### config.mk
export PLATFORM = sky130hd
export DESIGN_NAME = uarx_top
export DESIGN_NICKNAME = d
export VERILOG_FILES = /design/src/hdl/uarx_pkg.sv /design/src/hdl/uarx_fifo_if.sv /design/src/hdl/uarx_fifo.sv /design/src/hdl/uarx_top.sv
export SDC_FILE = /design/constraint.sdc
export NUM_CORES = 1
export LEC_CHECK = 0
export BUFFER_PORTS_ARGS = -buffer_cell sky130_fd_sc_hd__buf_2
export CAP_MARGIN = 10
export CORE_MARGIN = 1.5
export CORE_UTILIZATION = 40
export CTS_CLUSTER_SIZE = 14
export DETAILED_ROUTE_END_ITERATION = 12
export PLACE_DENSITY = 0.6
export SYNTH_ARGS = -nofsm -noshare
export SYNTH_HDL_FRONTEND = slang
export SYNTH_SLANG_ARGS = --single-unit
### constraint.sdc
create_clock -name clk_in -period 7.27 [get_ports clk_in]
set_input_delay 1.454 -clock clk_in [delete_from_list [all_inputs] [get_ports clk_in]]
set_output_delay 1.454 -clock clk_in [all_outputs]
set_load 0.05 [all_outputs]
### src/hdl/uarx_pkg.sv
// Shared constants and types of the asynchronous serial receiver.
package uarx_pkg;

  // Register port widths.
  localparam int unsigned ADDR_W = 8;
  localparam int unsigned DATA_W = 8;

  // Register byte addresses.
  localparam logic [7:0] ADDR_RSC = 8'h00;      // Receive status and control.
  localparam logic [7:0] ADDR_RXBUF = 8'h04;    // Receive buffer, read pops.
  localparam logic [7:0] ADDR_PFLAG = 8'h08;    // Peripheral flags.
  localparam logic [7:0] ADDR_PIE = 8'h0c;      // Peripheral interrupt enables.
  localparam logic [7:0] ADDR_EVT = 8'h10;      // Sticky events, clear on read.
  localparam logic [7:0] ADDR_EVT_MASK = 8'h14; // Event mask.
  localparam logic [7:0] ADDR_BAUD_LO = 8'h18;  // Oversample divisor, low byte.
  localparam logic [7:0] ADDR_BAUD_HI = 8'h1c;  // Oversample divisor, high byte.

  // Receive status and control fields.
  localparam int unsigned RSC_ASYNC_BIT = 7;
  localparam int unsigned RSC_NINE_BIT = 6;
  localparam int unsigned RSC_EN_BIT = 4;
  localparam int unsigned RSC_FRAMING_ERROR_BIT_BIT = 2;
  localparam int unsigned RSC_OVERRUN_ERROR_BIT_BIT = 1;
  localparam int unsigned RSC_NINTH_RECEIVED_BIT_BIT = 0;

  // Flag and enable positions of the receive interrupt.
  localparam int unsigned PFLAG_RCV_BIT = 5;
  localparam int unsigned PIE_RCV_BIT = 5;

  // Sticky event bits.
  localparam int unsigned EVT_W = 3;
  localparam int unsigned EVT_RX = 0;
  localparam int unsigned EVT_FRAMING_ERROR_BIT = 1;
  localparam int unsigned EVT_OVR = 2;

  // Oversampling and frame shape.
  localparam logic [3:0] PHASE_LAST = 4'hf;   // Sixteen ticks per bit.
  localparam logic [3:0] VOTE_PHASE = 4'h9;   // Majority of ticks 6, 7 and 8.
  localparam logic [3:0] DATA_BITS = 4'h8;
  localparam logic [15:0] BAUD_RST = 16'h000f;

  // Buffer entry layout.
  localparam int unsigned FIFO_DEPTH = 2;
  localparam int unsigned ENTRY_W = 10;
  localparam int unsigned ENTRY_NINTH = 9;
  localparam int unsigned ENTRY_FRAMING_ERROR_BIT = 8;

  // Receiver states, one-hot.
  typedef enum logic [4:0] {
    ST_IDLE = 5'b00001,
    ST_START = 5'b00010,
    ST_DATA = 5'b00100,
    ST_NINTH = 5'b01000,
    ST_STOP = 5'b10000
  } uarx_state_t;

endpackage

### src/hdl/uarx_fifo_if.sv
`timescale 1ns/1ps
// Link between the receive engine and its two-entry buffer.
interface uarx_fifo_if;
  import uarx_pkg::*;
  logic push;                    // Store one entry.
  logic [ENTRY_W-1:0] push_entry; // Entry being stored.
  logic pop;                     // Drop the head entry.
  logic [ENTRY_W-1:0] head;      // Oldest entry.
  logic full;                    // Both entries taken.
  logic empty;                   // No entry held.
  modport store (input push, input push_entry, input pop, output head, output full,
                 output empty);
  modport user (output push, output push_entry, output pop, input head, input full,
                input empty);
endinterface

### src/hdl/uarx_fifo.sv
`timescale 1ns/1ps
// Two-deep receive buffer; each entry holds data, framing error and ninth bit.
module uarx_fifo (
  input wire logic clk_in,
  input wire logic rst_in,
  uarx_fifo_if.store fifo
);
  import uarx_pkg::*;

  logic [ENTRY_W-1:0] mem_q [FIFO_DEPTH]; // Entry storage.
  logic wr_ptr_q;                         // Next slot to fill.
  logic rd_ptr_q;                         // Oldest slot.
  logic [1:0] count_q;                    // Entries held, 0 to 2.
  logic do_push;
  logic do_pop;

  // Refuse a push when full and a pop when empty, so the count stays honest.
  assign do_push = fifo.push && (count_q != 2'h2);
  assign do_pop = fifo.pop && (count_q != 2'h0);

  // Each slot loads only when it is the write target.
  for (genvar i = 0; i < FIFO_DEPTH; i++) begin : g_slot
    always_ff @(posedge clk_in) begin
      if (rst_in) begin
        mem_q[i] <= '0;
      end else if (do_push && (wr_ptr_q == 1'(i))) begin
        mem_q[i] <= fifo.push_entry;
      end
    end
  end

  // Pointers advance in arrival order.
  always_ff @(posedge clk_in) begin
    if (rst_in) begin
      wr_ptr_q <= 1'b0;
      rd_ptr_q <= 1'b0;
    end else begin
      if (do_push) begin
        wr_ptr_q <= ~wr_ptr_q;
      end
      if (do_pop) begin
        rd_ptr_q <= ~rd_ptr_q;
      end
    end
  end

  // Count follows push and pop together; both at once keep it unchanged.
  always_ff @(posedge clk_in) begin
    if (rst_in) begin
      count_q <= 2'h0;
    end else if (do_push && !do_pop) begin
      count_q <= count_q + 2'h1;
    end else if (do_pop && !do_push) begin
      count_q <= count_q - 2'h1;
    end
  end

  assign fifo.head = mem_q[rd_ptr_q];
  assign fifo.full = (count_q == 2'h2);
  assign fifo.empty = (count_q == 2'h0);

  a_fifo_bound: assert property (@(posedge clk_in) disable iff (rst_in)
    count_q <= 2'h2) else $error("buffer count above two");
  // A second entry must queue behind the first, never overwrite the head.
  a_fifo_order: assert property (@(posedge clk_in) disable iff (rst_in)
    (do_push && count_q == 2'h1 && !do_pop) |=> (fifo.head == $past(fifo.head)))
    else $error("head changed on push");
  a_fifo_first: assert property (@(posedge clk_in) disable iff (rst_in)
    (do_push && count_q == 2'h0) |=> (fifo.head == $past(fifo.push_entry)))
    else $error("first entry not at head");

endmodule // uarx_fifo

### src/hdl/uarx_top.sv
`timescale 1ns/1ps
// Summary of operation
// - Sixteen-times oversampling feeds a per-bit shifter.
// - Frames accepted only with enable and async.
// - Stop bit moves shift word into buffer.
// - Receive flag set on transfer, clears when empty.
// - Receive interrupt only while its enable set.
// - Buffer holds two bytes, third still shifts.
// - Two reads return bytes in arrival order.
// - Stop with full buffer sets overrun, drops.
// - Overrun blocks every further buffer transfer.
// - Overrun clears by toggling receive enable off.
// - Stop bit sampled low sets framing error.
// - Framing and ninth bit stored per entry.
module uarx_top (
  input wire logic clk_in,
  input wire logic rst_in,
  input wire logic serial_receive_pin_in,
  input wire logic [uarx_pkg::ADDR_W-1:0] addr_in,
  input wire logic [uarx_pkg::DATA_W-1:0] wdata_in,
  input wire logic wr_in,
  input wire logic rd_in,
  output logic [uarx_pkg::DATA_W-1:0] rdata_out,
  output logic irq_out
);
  import uarx_pkg::*;

  uarx_fifo_if fifo (); // Buffer link.

  // Control registers.
  logic async_sel_q;       // Asynchronous mode selected.
  logic nine_en_q;         // Ninth bit expected in each frame.
  logic receive_enable_bit_q; // Receive enable.
  logic receive_irq_enable_q; // Receive interrupt enable.
  logic [15:0] baud_div_q; // Oversample tick every divisor plus one clocks.
  logic [EVT_W-1:0] evt_q; // Sticky events.
  logic [EVT_W-1:0] evt_mask_q; // Event mask.
  logic overrun_error_bit_q;    // Overrun latched.
  logic receive_flag_q;         // Buffer holds data.
  logic [DATA_W-1:0] rdata_q;   // Read answer.
  logic irq_q;                  // Interrupt output.

  // Receive engine state.
  uarx_state_t state_q;
  logic [15:0] baud_cnt_q;  // Divider count.
  logic tick_q;             // One-cycle sixteenth-bit pulse.
  logic line_q;             // Registered pin level.
  logic [2:0] samples_q;    // Data-recovery shifter.
  logic [3:0] phase_q;      // Tick within the current bit.
  logic [3:0] bitcnt_q;     // Data bits taken.
  logic [7:0] receive_shift_register_q; // Main per-bit shifter.
  logic ninth_received_bit_q; // Ninth bit of the current frame.

  logic rx_active;
  logic vote;
  logic at_vote;
  logic at_last;
  logic stop_done;
  logic push;
  logic ovr_set;
  logic buf_rd;
  logic evt_rd;
  logic [EVT_W-1:0] evt_set;
  logic irq_d;

  // The receiver runs only with both mode and enable bits set.
  assign rx_active = receive_enable_bit_q && async_sel_q;
  // Majority of three samples rejects a single-tick glitch near mid bit.
  assign vote = (samples_q[0] & samples_q[1]) | (samples_q[0] & samples_q[2]) |
                (samples_q[1] & samples_q[2]);
  assign at_vote = tick_q && (phase_q == VOTE_PHASE);
  assign at_last = tick_q && (phase_q == PHASE_LAST);
  assign stop_done = at_vote && (state_q == ST_STOP);
  // A transfer needs a free entry and no pending overrun.
  assign push = stop_done && !fifo.full && !overrun_error_bit_q;
  assign ovr_set = stop_done && fifo.full && !overrun_error_bit_q;
  assign buf_rd = rd_in && (addr_in == ADDR_RXBUF);
  assign evt_rd = rd_in && (addr_in == ADDR_EVT);

  // Entry layout keeps framing error and ninth bit beside the byte.
  assign fifo.push = push;
  assign fifo.push_entry = {ninth_received_bit_q && nine_en_q, !vote,
                            receive_shift_register_q};
  assign fifo.pop = buf_rd && !fifo.empty;

  uarx_fifo u_fifo (
    .clk_in(clk_in),
    .rst_in(rst_in),
    .fifo(fifo)
  );

  // Oversample divider; held cleared while the receiver is inactive so a fresh enable starts clean.
  always_ff @(posedge clk_in) begin
    if (rst_in || !rx_active) begin
      baud_cnt_q <= 16'h0000;
      tick_q <= 1'b0;
    end else if (baud_cnt_q >= baud_div_q) begin
      baud_cnt_q <= 16'h0000;
      tick_q <= 1'b1;
    end else begin
      baud_cnt_q <= baud_cnt_q + 16'h0001;
      tick_q <= 1'b0;
    end
  end

  // Pin is synchronous already; one register only aligns it with the ticks.
  always_ff @(posedge clk_in) begin
    if (rst_in) begin
      line_q <= 1'b1;
      samples_q <= 3'h7;
    end else begin
      line_q <= serial_receive_pin_in;
      if (tick_q) begin
        samples_q <= {samples_q[1:0], line_q};
      end
    end
  end

  // Frame sequencer, advanced only by oversample ticks.
  always_ff @(posedge clk_in) begin
    if (rst_in || !rx_active) begin
      state_q <= ST_IDLE;
      phase_q <= 4'h0;
      bitcnt_q <= 4'h0;
    end else if (tick_q) begin
      case (state_q)
        ST_IDLE: begin
          // A low line begins the start bit.
          phase_q <= 4'h0;
          bitcnt_q <= 4'h0;
          if (!line_q) begin
            state_q <= ST_START;
          end
        end
        ST_START: begin
          phase_q <= phase_q + 4'h1;
          if (at_vote && vote) begin
            // A high vote means the low level was noise.
            state_q <= ST_IDLE;
            phase_q <= 4'h0;
          end else if (at_last) begin
            state_q <= ST_DATA;
          end
        end
        ST_DATA: begin
          phase_q <= phase_q + 4'h1;
          if (at_vote) begin
            bitcnt_q <= bitcnt_q + 4'h1;
          end
          if (at_last && bitcnt_q == DATA_BITS) begin
            state_q <= nine_en_q ? ST_NINTH : ST_STOP;
          end
        end
        ST_NINTH: begin
          phase_q <= phase_q + 4'h1;
          if (at_last) begin
            state_q <= ST_STOP;
          end
        end
        ST_STOP: begin
          // Leave at mid stop bit so a following start edge is not missed.
          phase_q <= phase_q + 4'h1;
          if (at_vote) begin
            state_q <= ST_IDLE;
            phase_q <= 4'h0;
          end
        end
        default: begin
          state_q <= ST_IDLE;
          phase_q <= 4'h0;
        end
      endcase
    end
  end

  // Main shifter takes one voted bit per bit time, least significant first.
  always_ff @(posedge clk_in) begin
    if (rst_in) begin
      receive_shift_register_q <= 8'h00;
      ninth_received_bit_q <= 1'b0;
    end else if (at_vote && state_q == ST_DATA) begin
      receive_shift_register_q <= {vote, receive_shift_register_q[7:1]};
    end else if (at_vote && state_q == ST_NINTH) begin
      ninth_received_bit_q <= vote;
    end
  end

  // Overrun latches until enable drops; nothing else clears it.
  always_ff @(posedge clk_in) begin
    if (rst_in) begin
      overrun_error_bit_q <= 1'b0;
    end else if (ovr_set) begin
      overrun_error_bit_q <= 1'b1;
    end else if (!receive_enable_bit_q) begin
      overrun_error_bit_q <= 1'b0;
    end
  end

  // Receive flag follows buffer occupancy; a push always wins over a pop.
  always_ff @(posedge clk_in) begin
    if (rst_in) begin
      receive_flag_q <= 1'b0;
    end else begin
      receive_flag_q <= push || !(fifo.empty || (fifo.pop && !fifo.full));
    end
  end

  // Software control registers; status bits are read-only.
  always_ff @(posedge clk_in) begin
    if (rst_in) begin
      async_sel_q <= 1'b0;
      nine_en_q <= 1'b0;
      receive_enable_bit_q <= 1'b0;
      receive_irq_enable_q <= 1'b0;
      evt_mask_q <= '0;
      baud_div_q <= BAUD_RST;
    end else if (wr_in) begin
      case (addr_in)
        ADDR_RSC: begin
          async_sel_q <= wdata_in[RSC_ASYNC_BIT];
          nine_en_q <= wdata_in[RSC_NINE_BIT];
          receive_enable_bit_q <= wdata_in[RSC_EN_BIT];
        end
        ADDR_PIE: receive_irq_enable_q <= wdata_in[PIE_RCV_BIT];
        ADDR_EVT_MASK: evt_mask_q <= wdata_in[EVT_W-1:0];
        ADDR_BAUD_LO: baud_div_q[7:0] <= wdata_in;
        ADDR_BAUD_HI: baud_div_q[15:8] <= wdata_in;
        default: begin
          // Writes elsewhere are ignored.
        end
      endcase
    end
  end

  // Sticky events; a new event in the clearing read cycle survives.
  assign evt_set = {ovr_set, push && fifo.push_entry[ENTRY_FRAMING_ERROR_BIT], push};
  always_ff @(posedge clk_in) begin
    if (rst_in) begin
      evt_q <= '0;
    end else begin
      evt_q <= (evt_rd ? '0 : evt_q) | evt_set;
    end
  end

  // Read answer, one cycle after the strobe; head bits show the oldest entry.
  always_ff @(posedge clk_in) begin
    if (rst_in) begin
      rdata_q <= 8'h00;
    end else if (rd_in) begin
      rdata_q <= 8'h00;
      case (addr_in)
        ADDR_RSC: begin
          rdata_q[RSC_ASYNC_BIT] <= async_sel_q;
          rdata_q[RSC_NINE_BIT] <= nine_en_q;
          rdata_q[RSC_EN_BIT] <= receive_enable_bit_q;
          rdata_q[RSC_FRAMING_ERROR_BIT_BIT] <= !fifo.empty && fifo.head[ENTRY_FRAMING_ERROR_BIT];
          rdata_q[RSC_OVERRUN_ERROR_BIT_BIT] <= overrun_error_bit_q;
          rdata_q[RSC_NINTH_RECEIVED_BIT_BIT] <= !fifo.empty && fifo.head[ENTRY_NINTH];
        end
        ADDR_RXBUF: rdata_q <= fifo.empty ? 8'h00 : fifo.head[7:0];
        ADDR_PFLAG: rdata_q[PFLAG_RCV_BIT] <= receive_flag_q;
        ADDR_PIE: rdata_q[PIE_RCV_BIT] <= receive_irq_enable_q;
        ADDR_EVT: rdata_q[EVT_W-1:0] <= evt_q;
        ADDR_EVT_MASK: rdata_q[EVT_W-1:0] <= evt_mask_q;
        ADDR_BAUD_LO: rdata_q <= baud_div_q[7:0];
        ADDR_BAUD_HI: rdata_q <= baud_div_q[15:8];
        default: rdata_q <= 8'h00;
      endcase
    end else begin
      rdata_q <= 8'h00;
    end
  end

  // Interrupt level from the gated receive flag and masked events.
  assign irq_d = (receive_flag_q && receive_irq_enable_q) || (|(evt_q & evt_mask_q));
  always_ff @(posedge clk_in) begin
    if (rst_in) begin
      irq_q <= 1'b0;
    end else begin
      irq_q <= irq_d;
    end
  end

  assign rdata_out = rdata_q;
  assign irq_out = irq_q;

  a_tick_gates_phase: assert property (@(posedge clk_in) disable iff (rst_in)
    (!tick_q && rx_active && $past(rx_active)) |=> $stable(phase_q))
    else $error("phase moved without a tick");
  a_push_needs_enable: assert property (@(posedge clk_in) disable iff (rst_in)
    push |-> (receive_enable_bit_q && async_sel_q))
    else $error("transfer while receiver disabled");
  a_stop_transfers: assert property (@(posedge clk_in) disable iff (rst_in)
    (stop_done && !fifo.full && !overrun_error_bit_q) |=> !fifo.empty)
    else $error("stop bit did not fill buffer");
  a_flag_after_push: assert property (@(posedge clk_in) disable iff (rst_in)
    push |=> receive_flag_q) else $error("receive flag not set");
  a_irq_cause: assert property (@(posedge clk_in) disable iff (rst_in)
    (!receive_irq_enable_q && ((evt_q & evt_mask_q) == '0)) |=> !irq_q)
    else $error("interrupt without enabled cause");
  a_ovr_on_full: assert property (@(posedge clk_in) disable iff (rst_in)
    (stop_done && fifo.full && !fifo.pop) |=> overrun_error_bit_q ##0 $stable(fifo.head))
    else $error("overrun not flagged");
  a_ovr_blocks: assert property (@(posedge clk_in) disable iff (rst_in)
    (overrun_error_bit_q && !fifo.pop) |=> ($stable(fifo.full) && $stable(fifo.empty)))
    else $error("transfer during overrun");
  a_ovr_holds: assert property (@(posedge clk_in) disable iff (rst_in)
    (overrun_error_bit_q && receive_enable_bit_q) |=> overrun_error_bit_q)
    else $error("overrun cleared without toggle");
  a_framing_error_bit_low_stop: assert property (@(posedge clk_in) disable iff (rst_in)
    (push && !vote) |=> evt_q[EVT_FRAMING_ERROR_BIT])
    else $error("framing error mismatch");

endmodule // uarx_top

==> results of run 1 <==
-- per-stage QoR --
step	total power, mW	utilization [%]	instances	hold WS [ps]
floorplan	0.630	-	528	435
global placement	0.644	43.8	702	447
detailed placement	0.645	43.8	702	458
CTS	1.11	46.1	718	474
global route	1.14	46.1	718	503
finish	1.10	46.1	718	469
-- sequential cells by signal, indices dropped and copies added (netlist names), 2 cells and up, named ones only --
signal and count:
state_q 5, receive_shift_register_q 8, samples_q 3, baud_div_q 16
evt_mask_q 3, phase_q 4, rdata_out 8, u_fifo.mem_q 20
evt_q 3, bitcnt_q 4, baud_cnt_q 16, u_fifo.count_q 2
-- power by group --
part	switching (mW)	internal [mW]	leakage [nW]
sequential	0.00167	0.598	0.876
clock	0.204	0.264	0.139
combinational	0.0213	0.0105	1.05
-- cell usage in the layout (no fill, tap or decap), drive strengths merged, types with 3 or more instances in the layout --
master	n
nor3	29
buf	30
a211o	10
a21o	3
edfxtp	20
a21oi	20
nand4	9
dfxtp	85
a22oi	5
o22ai	3
or3	5
a222oi	4
nor2b	4
nor2	57
a221oi	3
xor2	17
o31ai	3
nor3b	3
and2	21
nand3	16
and3	5
inv	29
mux2i	30
o21ai	15
clkbuf	15
nor4	6
nand2	31
ha	22
nand2b	5
mux4	3
mux2	5
xnor2	8
-- final cells by class --
| class | count | share of cell area, % |
|---|---|---|
| multi-input combinational | 370 | 45.7 |
| sequential | 105 | 40.9 |
| clock buffer | 15 | 4.95 |
| tap | 168 | 3.73 |
| timing repair buffer | 30 | 2.71 |
| inverter | 29 | 1.93 |
| clock inverter | 1 | 0.155 |
-- path summary, 6_finish.rpt --
check	start	to	slack [ps]	cells after the start
min	baud_div_q[3]	baud_div_q[3]	470	1
max	addr_in[2]	u_fifo.count_q[1]	3720	7
min reg2reg	baud_div_q[3]	baud_div_q[3]	470	1
max reg2reg	tick_q	u_fifo.mem_q[0][5]	4470	4
-- cells by family (layout without fill, tap and decap cells) --
family | after synthesis | after routing
simple gates | 205 | 205
flops | 105 | 105
compound gates | 79 | 79
buf+inv | 53 | 75
mux | 38 | 38
xor+xnor | 25 | 25
fa+ha+maj | 23 | 23
-- metal layers --
metal	vias up	track usage (%)	wire, um
li1	1925	-	-
met1	1847	22.7	5130
met2	85	28.1	5060
met3	21	3.45	398
met4	2	7.32	239
met5	-	0	7
==> run_results.csv, run 1 <==
group,metric,value,unit
status,outcome,"finished clean",
critical_path,path_class,"primary input to register",
synthesis,ys_warn_count,0,
timing,hold_viol,0,
cts,cts_sinks,105,
grt,first_global_vias,3619,
synthesis,netlist_top_cells_count,"85 x dfxtp_1, 56 x nor2_1, 31 x nand2_1, 30 x mux2i_1, 29 x inv_1",
timing,fin_tns_setup,0,ps
synthesis,netlist_top_cells_area,"dfxtp_1 34%, edfxtp_1 12%, mux2i_1 5.9%, ha_1 5.4%, nor2_1 4.1%",
synthesis,yosys.area.top_type,"dfxtp_1",
placement,dp_hpwl,7960,um
critical_path,slowest_stage,"or4b_2",
cts,clk_pin_slew,70,ps
synthesis,syn_area,5080,um2
routing,wire_per_inst,15.1,um
synthesis,synth.distinct_cells,61,
timing,layout_setup_ws,3720,ps
synthesis,post-synth-top-count-cell,"dfxtp_1",
synthesis,synth-async-reset-ratio,0,%
synthesis,syn_avg_cell_area,9.62,um2
grt,grt_antenna_before_repair,1,
timing,rsz0062_at_grt,"false",
synthesis,syn_nets,571,
timing,setup_viol,0,
critical_path,worstPathArrival,3820,ps
layout,multiInputGateArea,2570,um2
routing,wl,10800,um
cts,root_buffer,"clkbuf_16",
cts,numCtsBuffers,9,
synthesis,synth_top_family_by_area,"simple AND/OR/NAND/NOR gates",
synthesis,synth_compound_area_share,11.0,%
cts,hold_buffers,0,
power_and_ir_drop,powerDensity,195,nW/um2
timing,slew_viol_final,0,
layout,diodes,0,
critical_path,cp_cell_sequence,"buf_2 > or4b_2 > nor3_4 > nand2_1 > ha_1 > or3_1 > a21oi_1",
worst_hold_path,hp-class,"register to register",
run,cap_violations,0,
floorplan,die_w,116,um
grt,grt_pass1_wl,17900,um
placement,place_area,5350,um2
routing,detail-route-antenna-nets,0,
synthesis,synth-seq-cells,105,
power_and_ir_drop,p_leak,2.06,nW
timing,timing.fmax,282,MHz
cts,cts_buffer_depth,2,
layout,area_growth,11.0,%
critical_path,required,7550,ps
synthesis,synth-simple-area-share,21.4,%
floorplan,ioPinCount,30,
synthesis,yosysSeqAreaShare,45.3,%
timing,timing.slew.headroom,34.6,%
cts,tritoncts,"yes",
grt,overflow,0,
floorplan,start_util,41.6,%
floorplan,coreArea,12200,um2
critical_path,cp_top_family,"simple AND/OR/NAND/NOR gates",
grt,grt_start_max_net_pins,56,
timing,clock_skew,10.2,ps
timing,period_share,48.8,%
floorplan,fp.dieH,116,um
layout,stdcell_area,5630,um2
floorplan,die-area,13400,um2
placement,place_congestion,0.930,
routing,first_pass_iters,5,
synthesis,synth.area.mux_share,8.35,%
synthesis,synth_fa_ha_area_share,5.62,%
cts,post-cts-setup-buffer-count,0,
routing,post_drt_via_cell_ratio,5.40,
critical_path,cp_num_buf_inv,1,
cts,insertion_delay,350,ps
critical_path,end_kind,"register",
routing,drt-initial-drc-count,275,
layout,fin_nets,588,
floorplan,rows,40,
synthesis,syn_inst,528,
layout,drive_gt1_share,11.5,%
synthesis,synth-edff-count,20,
critical_path,cp_max_fo,20,
placement,post-place-ws,3390,ps
timing,post-route-min-period,3550,ps
critical_path,worst_path_largest_cell_delay,710,ps
routing,vias,3880,
timing,tightest_slew,978,ps
layout,final-seq-area,2300,um2
cts,htreeDepth,3,
synthesis,post-synth-top-area-fraction,33.5,%
routing,drc,0,
layout,nFillCells,1199,
cts,cts_resized,0,
placement,port-buffer-count,29,
grt,grt_use_total,17.4,%
critical_path,cp-start-kind,"primary input",
synthesis,synthXorXnorAreaFrac,4.31,%
synthesis,synthFlopType,"dfxtp_1",
power_and_ir_drop,peakVddDrop,0.113,mV
Note: power is estimated with default switching activity, not from simulation.
==> run 2: changes to the inputs <==
PLACE_DENSITY = 0.62   (was 0.6)
clock period = 2.9 ns   (was 7.27 ns; I/O delays follow)
==> run 2 against run 1 <==
Effect of this change:
- core utilization grew 0.58 points
- sequential share of layout area shrank 0.51 points
- setup slack lost 3200 ps
- critical path depth is the same
- non-clock buffer count grew 8
- register-to-register slack lost 4000 ps
- global-route usage grew 0.074 points
- largest cell class unchanged
- power grew to 2.5 times the previous value
- first-iteration DRC count grew 4.0%
- critical endpoint unchanged
- routed wire length shrank 1.3%
- die area is the same
==> run_results.csv, run 2 (same netlist as run 1, synthesis figures left out) <==
group,metric,value,unit
layout,largest_reg_flops,20,
critical_path,crit_start,"tick_q",
timing,timing.slew.headroom,57.8,%
grt,overflow,0,
critical_path,worstPathArrival,2660,ps
critical_path,end_kind,"register",
timing,slew_viol_final,0,
timing,setup_viol,0,
worst_hold_path,min_from,"serial_receive_pin_in",
worst_hold_path,hold_depth,2,
layout,drive_gt1_share,13.3,%
timing,clock_skew,5.87,ps
critical_path,r2r_slack,510,ps
timing,layout_setup_ws,514,ps
placement,place_congestion,0.893,
layout,regMostFlops,"u_fifo.mem_q",
critical_path,required,3180,ps
timing,holdWs,412,ps
critical_path,r2r_start,"tick_q",
routing,drc,0,
routing,top_layer_used,"met4",
timing,hold_viol,0,
layout,area_growth,12.4,%
cts,root_buffer,"clkbuf_16",
layout,fin_nets,596,
grt,grt_antenna_before_repair,1,
critical_path,r2r_cells,7,
grt,grt_start_max_net_pins,39,
routing,wl_met1,5110,um
timing,rsz0062_at_grt,"false",
layout,stdcell_count,727,
timing,period_share,82.3,%
routing,wl,10700,um
layout,final_cell_mix,"85 x dfxtp_1, 56 x nor2_1, 31 x nand2_1, 30 x mux2i_1",
routing,first_pass_iters,6,
routing,post_drt_via_cell_ratio,5.31,
critical_path,cp_num_buf_inv,1,
layout,stdcell_area,5710,um2
placement,dp_hpwl,8000,um
floorplan,die_w,116,um
grt,grt_pass1_wl,17800,um
worst_hold_path,hold_path_end,"line_q",
cts,cts_buffer_depth,2,
power_and_ir_drop,powerDensity,488,nW/um2
placement,place_area,5410,um2
floorplan,die-area,13400,um2
floorplan,start_util,41.6,%
routing,detail-route-antenna-nets,0,
critical_path,r2r_end,"u_fifo.count_q[1]",
timing,fin_tns_setup,0,ps
timing,tightest_slew,633,ps
cts,numCtsBuffers,9,
floorplan,fp.dieH,116,um
layout,final_common_cell,"dfxtp_1",
critical_path,cp-start-kind,"register",
power_and_ir_drop,p_leak,2.10,nW
critical_path,path_class,"register to register",
status,outcome,"finished clean",
cts,cts_resized,0,
timing,post-route-min-period,2390,ps
cts,clk_pin_slew,70,ps
worst_hold_path,hp-class,"primary input to register",
power_and_ir_drop,peakVddDrop,0.348,mV
placement,port-buffer-count,29,
floorplan,coreArea,12200,um2
timing,timing.fmax,419,MHz
routing,drt-initial-drc-count,286,
cts,post-cts-setup-buffer-count,0,
cts,cts_sinks,105,
critical_path,cp_max_fo,12,
routing,wire_per_inst,14.7,um
floorplan,rows,40,
placement,dp.cells,710,
critical_path,worst_path_largest_cell_delay,570,ps
critical_path,slowest_stage,"dfxtp_1",
placement,post-place-ws,190,ps
cts,tritoncts,"yes",
layout,layout_top_registers,"u_fifo.mem_q (20), baud_cnt_q (16), baud_div_q (16)",
routing,wl_met2,4800,um
cts,insertion_delay,350,ps
floorplan,ioPinCount,30,
cts,htreeDepth,3,
run,cap_violations,0,
critical_path,cp_top_family,"simple AND/OR/NAND/NOR gates",
critical_path,cp_cell_sequence,"and4b_1 > nor4b_4 > o21ai_2 > inv_1 > ha_1 > or3_1 > a21oi_1",
routing,met3_length,471,um
routing,vias,3860,
cts,hold_buffers,0,
grt,first_global_vias,3624,
grt,grt_use_total,17.4,%
## run 2: changes by cell type in the layout (fill, tap and decap cells not counted), sizes merged
cell	before	now
clkbuf	15	9
diode	0	1
clkinvlp	0	2
clkinv	1	4
buf	30	38
bufinv	0	1
## run 2: final cells by class
type / instances / area, um2
Antenna cell: 1 / 2.50
Clock buffer: 9 / 225
Clock inverter: 7 / 71.3
Fill cell: 1164 / 6510
Inverter: 29 / 109
Multi-Input combinational cell: 370 / 2570
Sequential cell: 105 / 2300
Tap cell: 168 / 210
Timing Repair Buffer: 38 / 213
## run 2: worst max path at each step
stage / end / slack, ps / depth (start not counted)
after detailed placement: u_fifo.count_q[1] / 190 / 7
after global routing: u_fifo.count_q[1] / 330 / 7
after global placement: u_fifo.count_q[1] / 230 / 7
final: u_fifo.count_q[1] / 510 / 7
after floorplan: u_fifo.count_q[1] / 310 / 6
after CTS: u_fifo.count_q[1] / 500 / 7
## run 2: worst register-to-register path, cell delays in order, from the launching register on
cell     delay, ps
dfxtp_1        570
and4b_1        430
nor4b_4        350
o21ai_2        100
inv_1           90
ha_1           260
or3_1          380
a21oi_1        140
## run 2: stage by stage
stage	total power [mW]	utilization [%]
6_report	2.78	46.7
5_1_grt	2.89	46.7
4_1_cts	2.82	46.7
3_5_place_dp	1.62	44.3
3_3_place_gp	1.62	44.3
2_1_floorplan	1.58	-
## run 2: report_power, final
| group | total [mW] | internal, mW | switching (mW) |
|---|---|---|---|
| clock network | 1.19 | 0.667 | 0.528 |
| logic | 0.0848 | 0.0309 | 0.0539 |
| registers | 1.50 | 1.50 | 0.00438 |
## run 2: per-layer routing
metal  up-vias  GRT usage, %
li1       1939             -
met1      1814          22.9
met2        88          27.4
met3        19          3.24
met4         0          9.19
met5         -             0
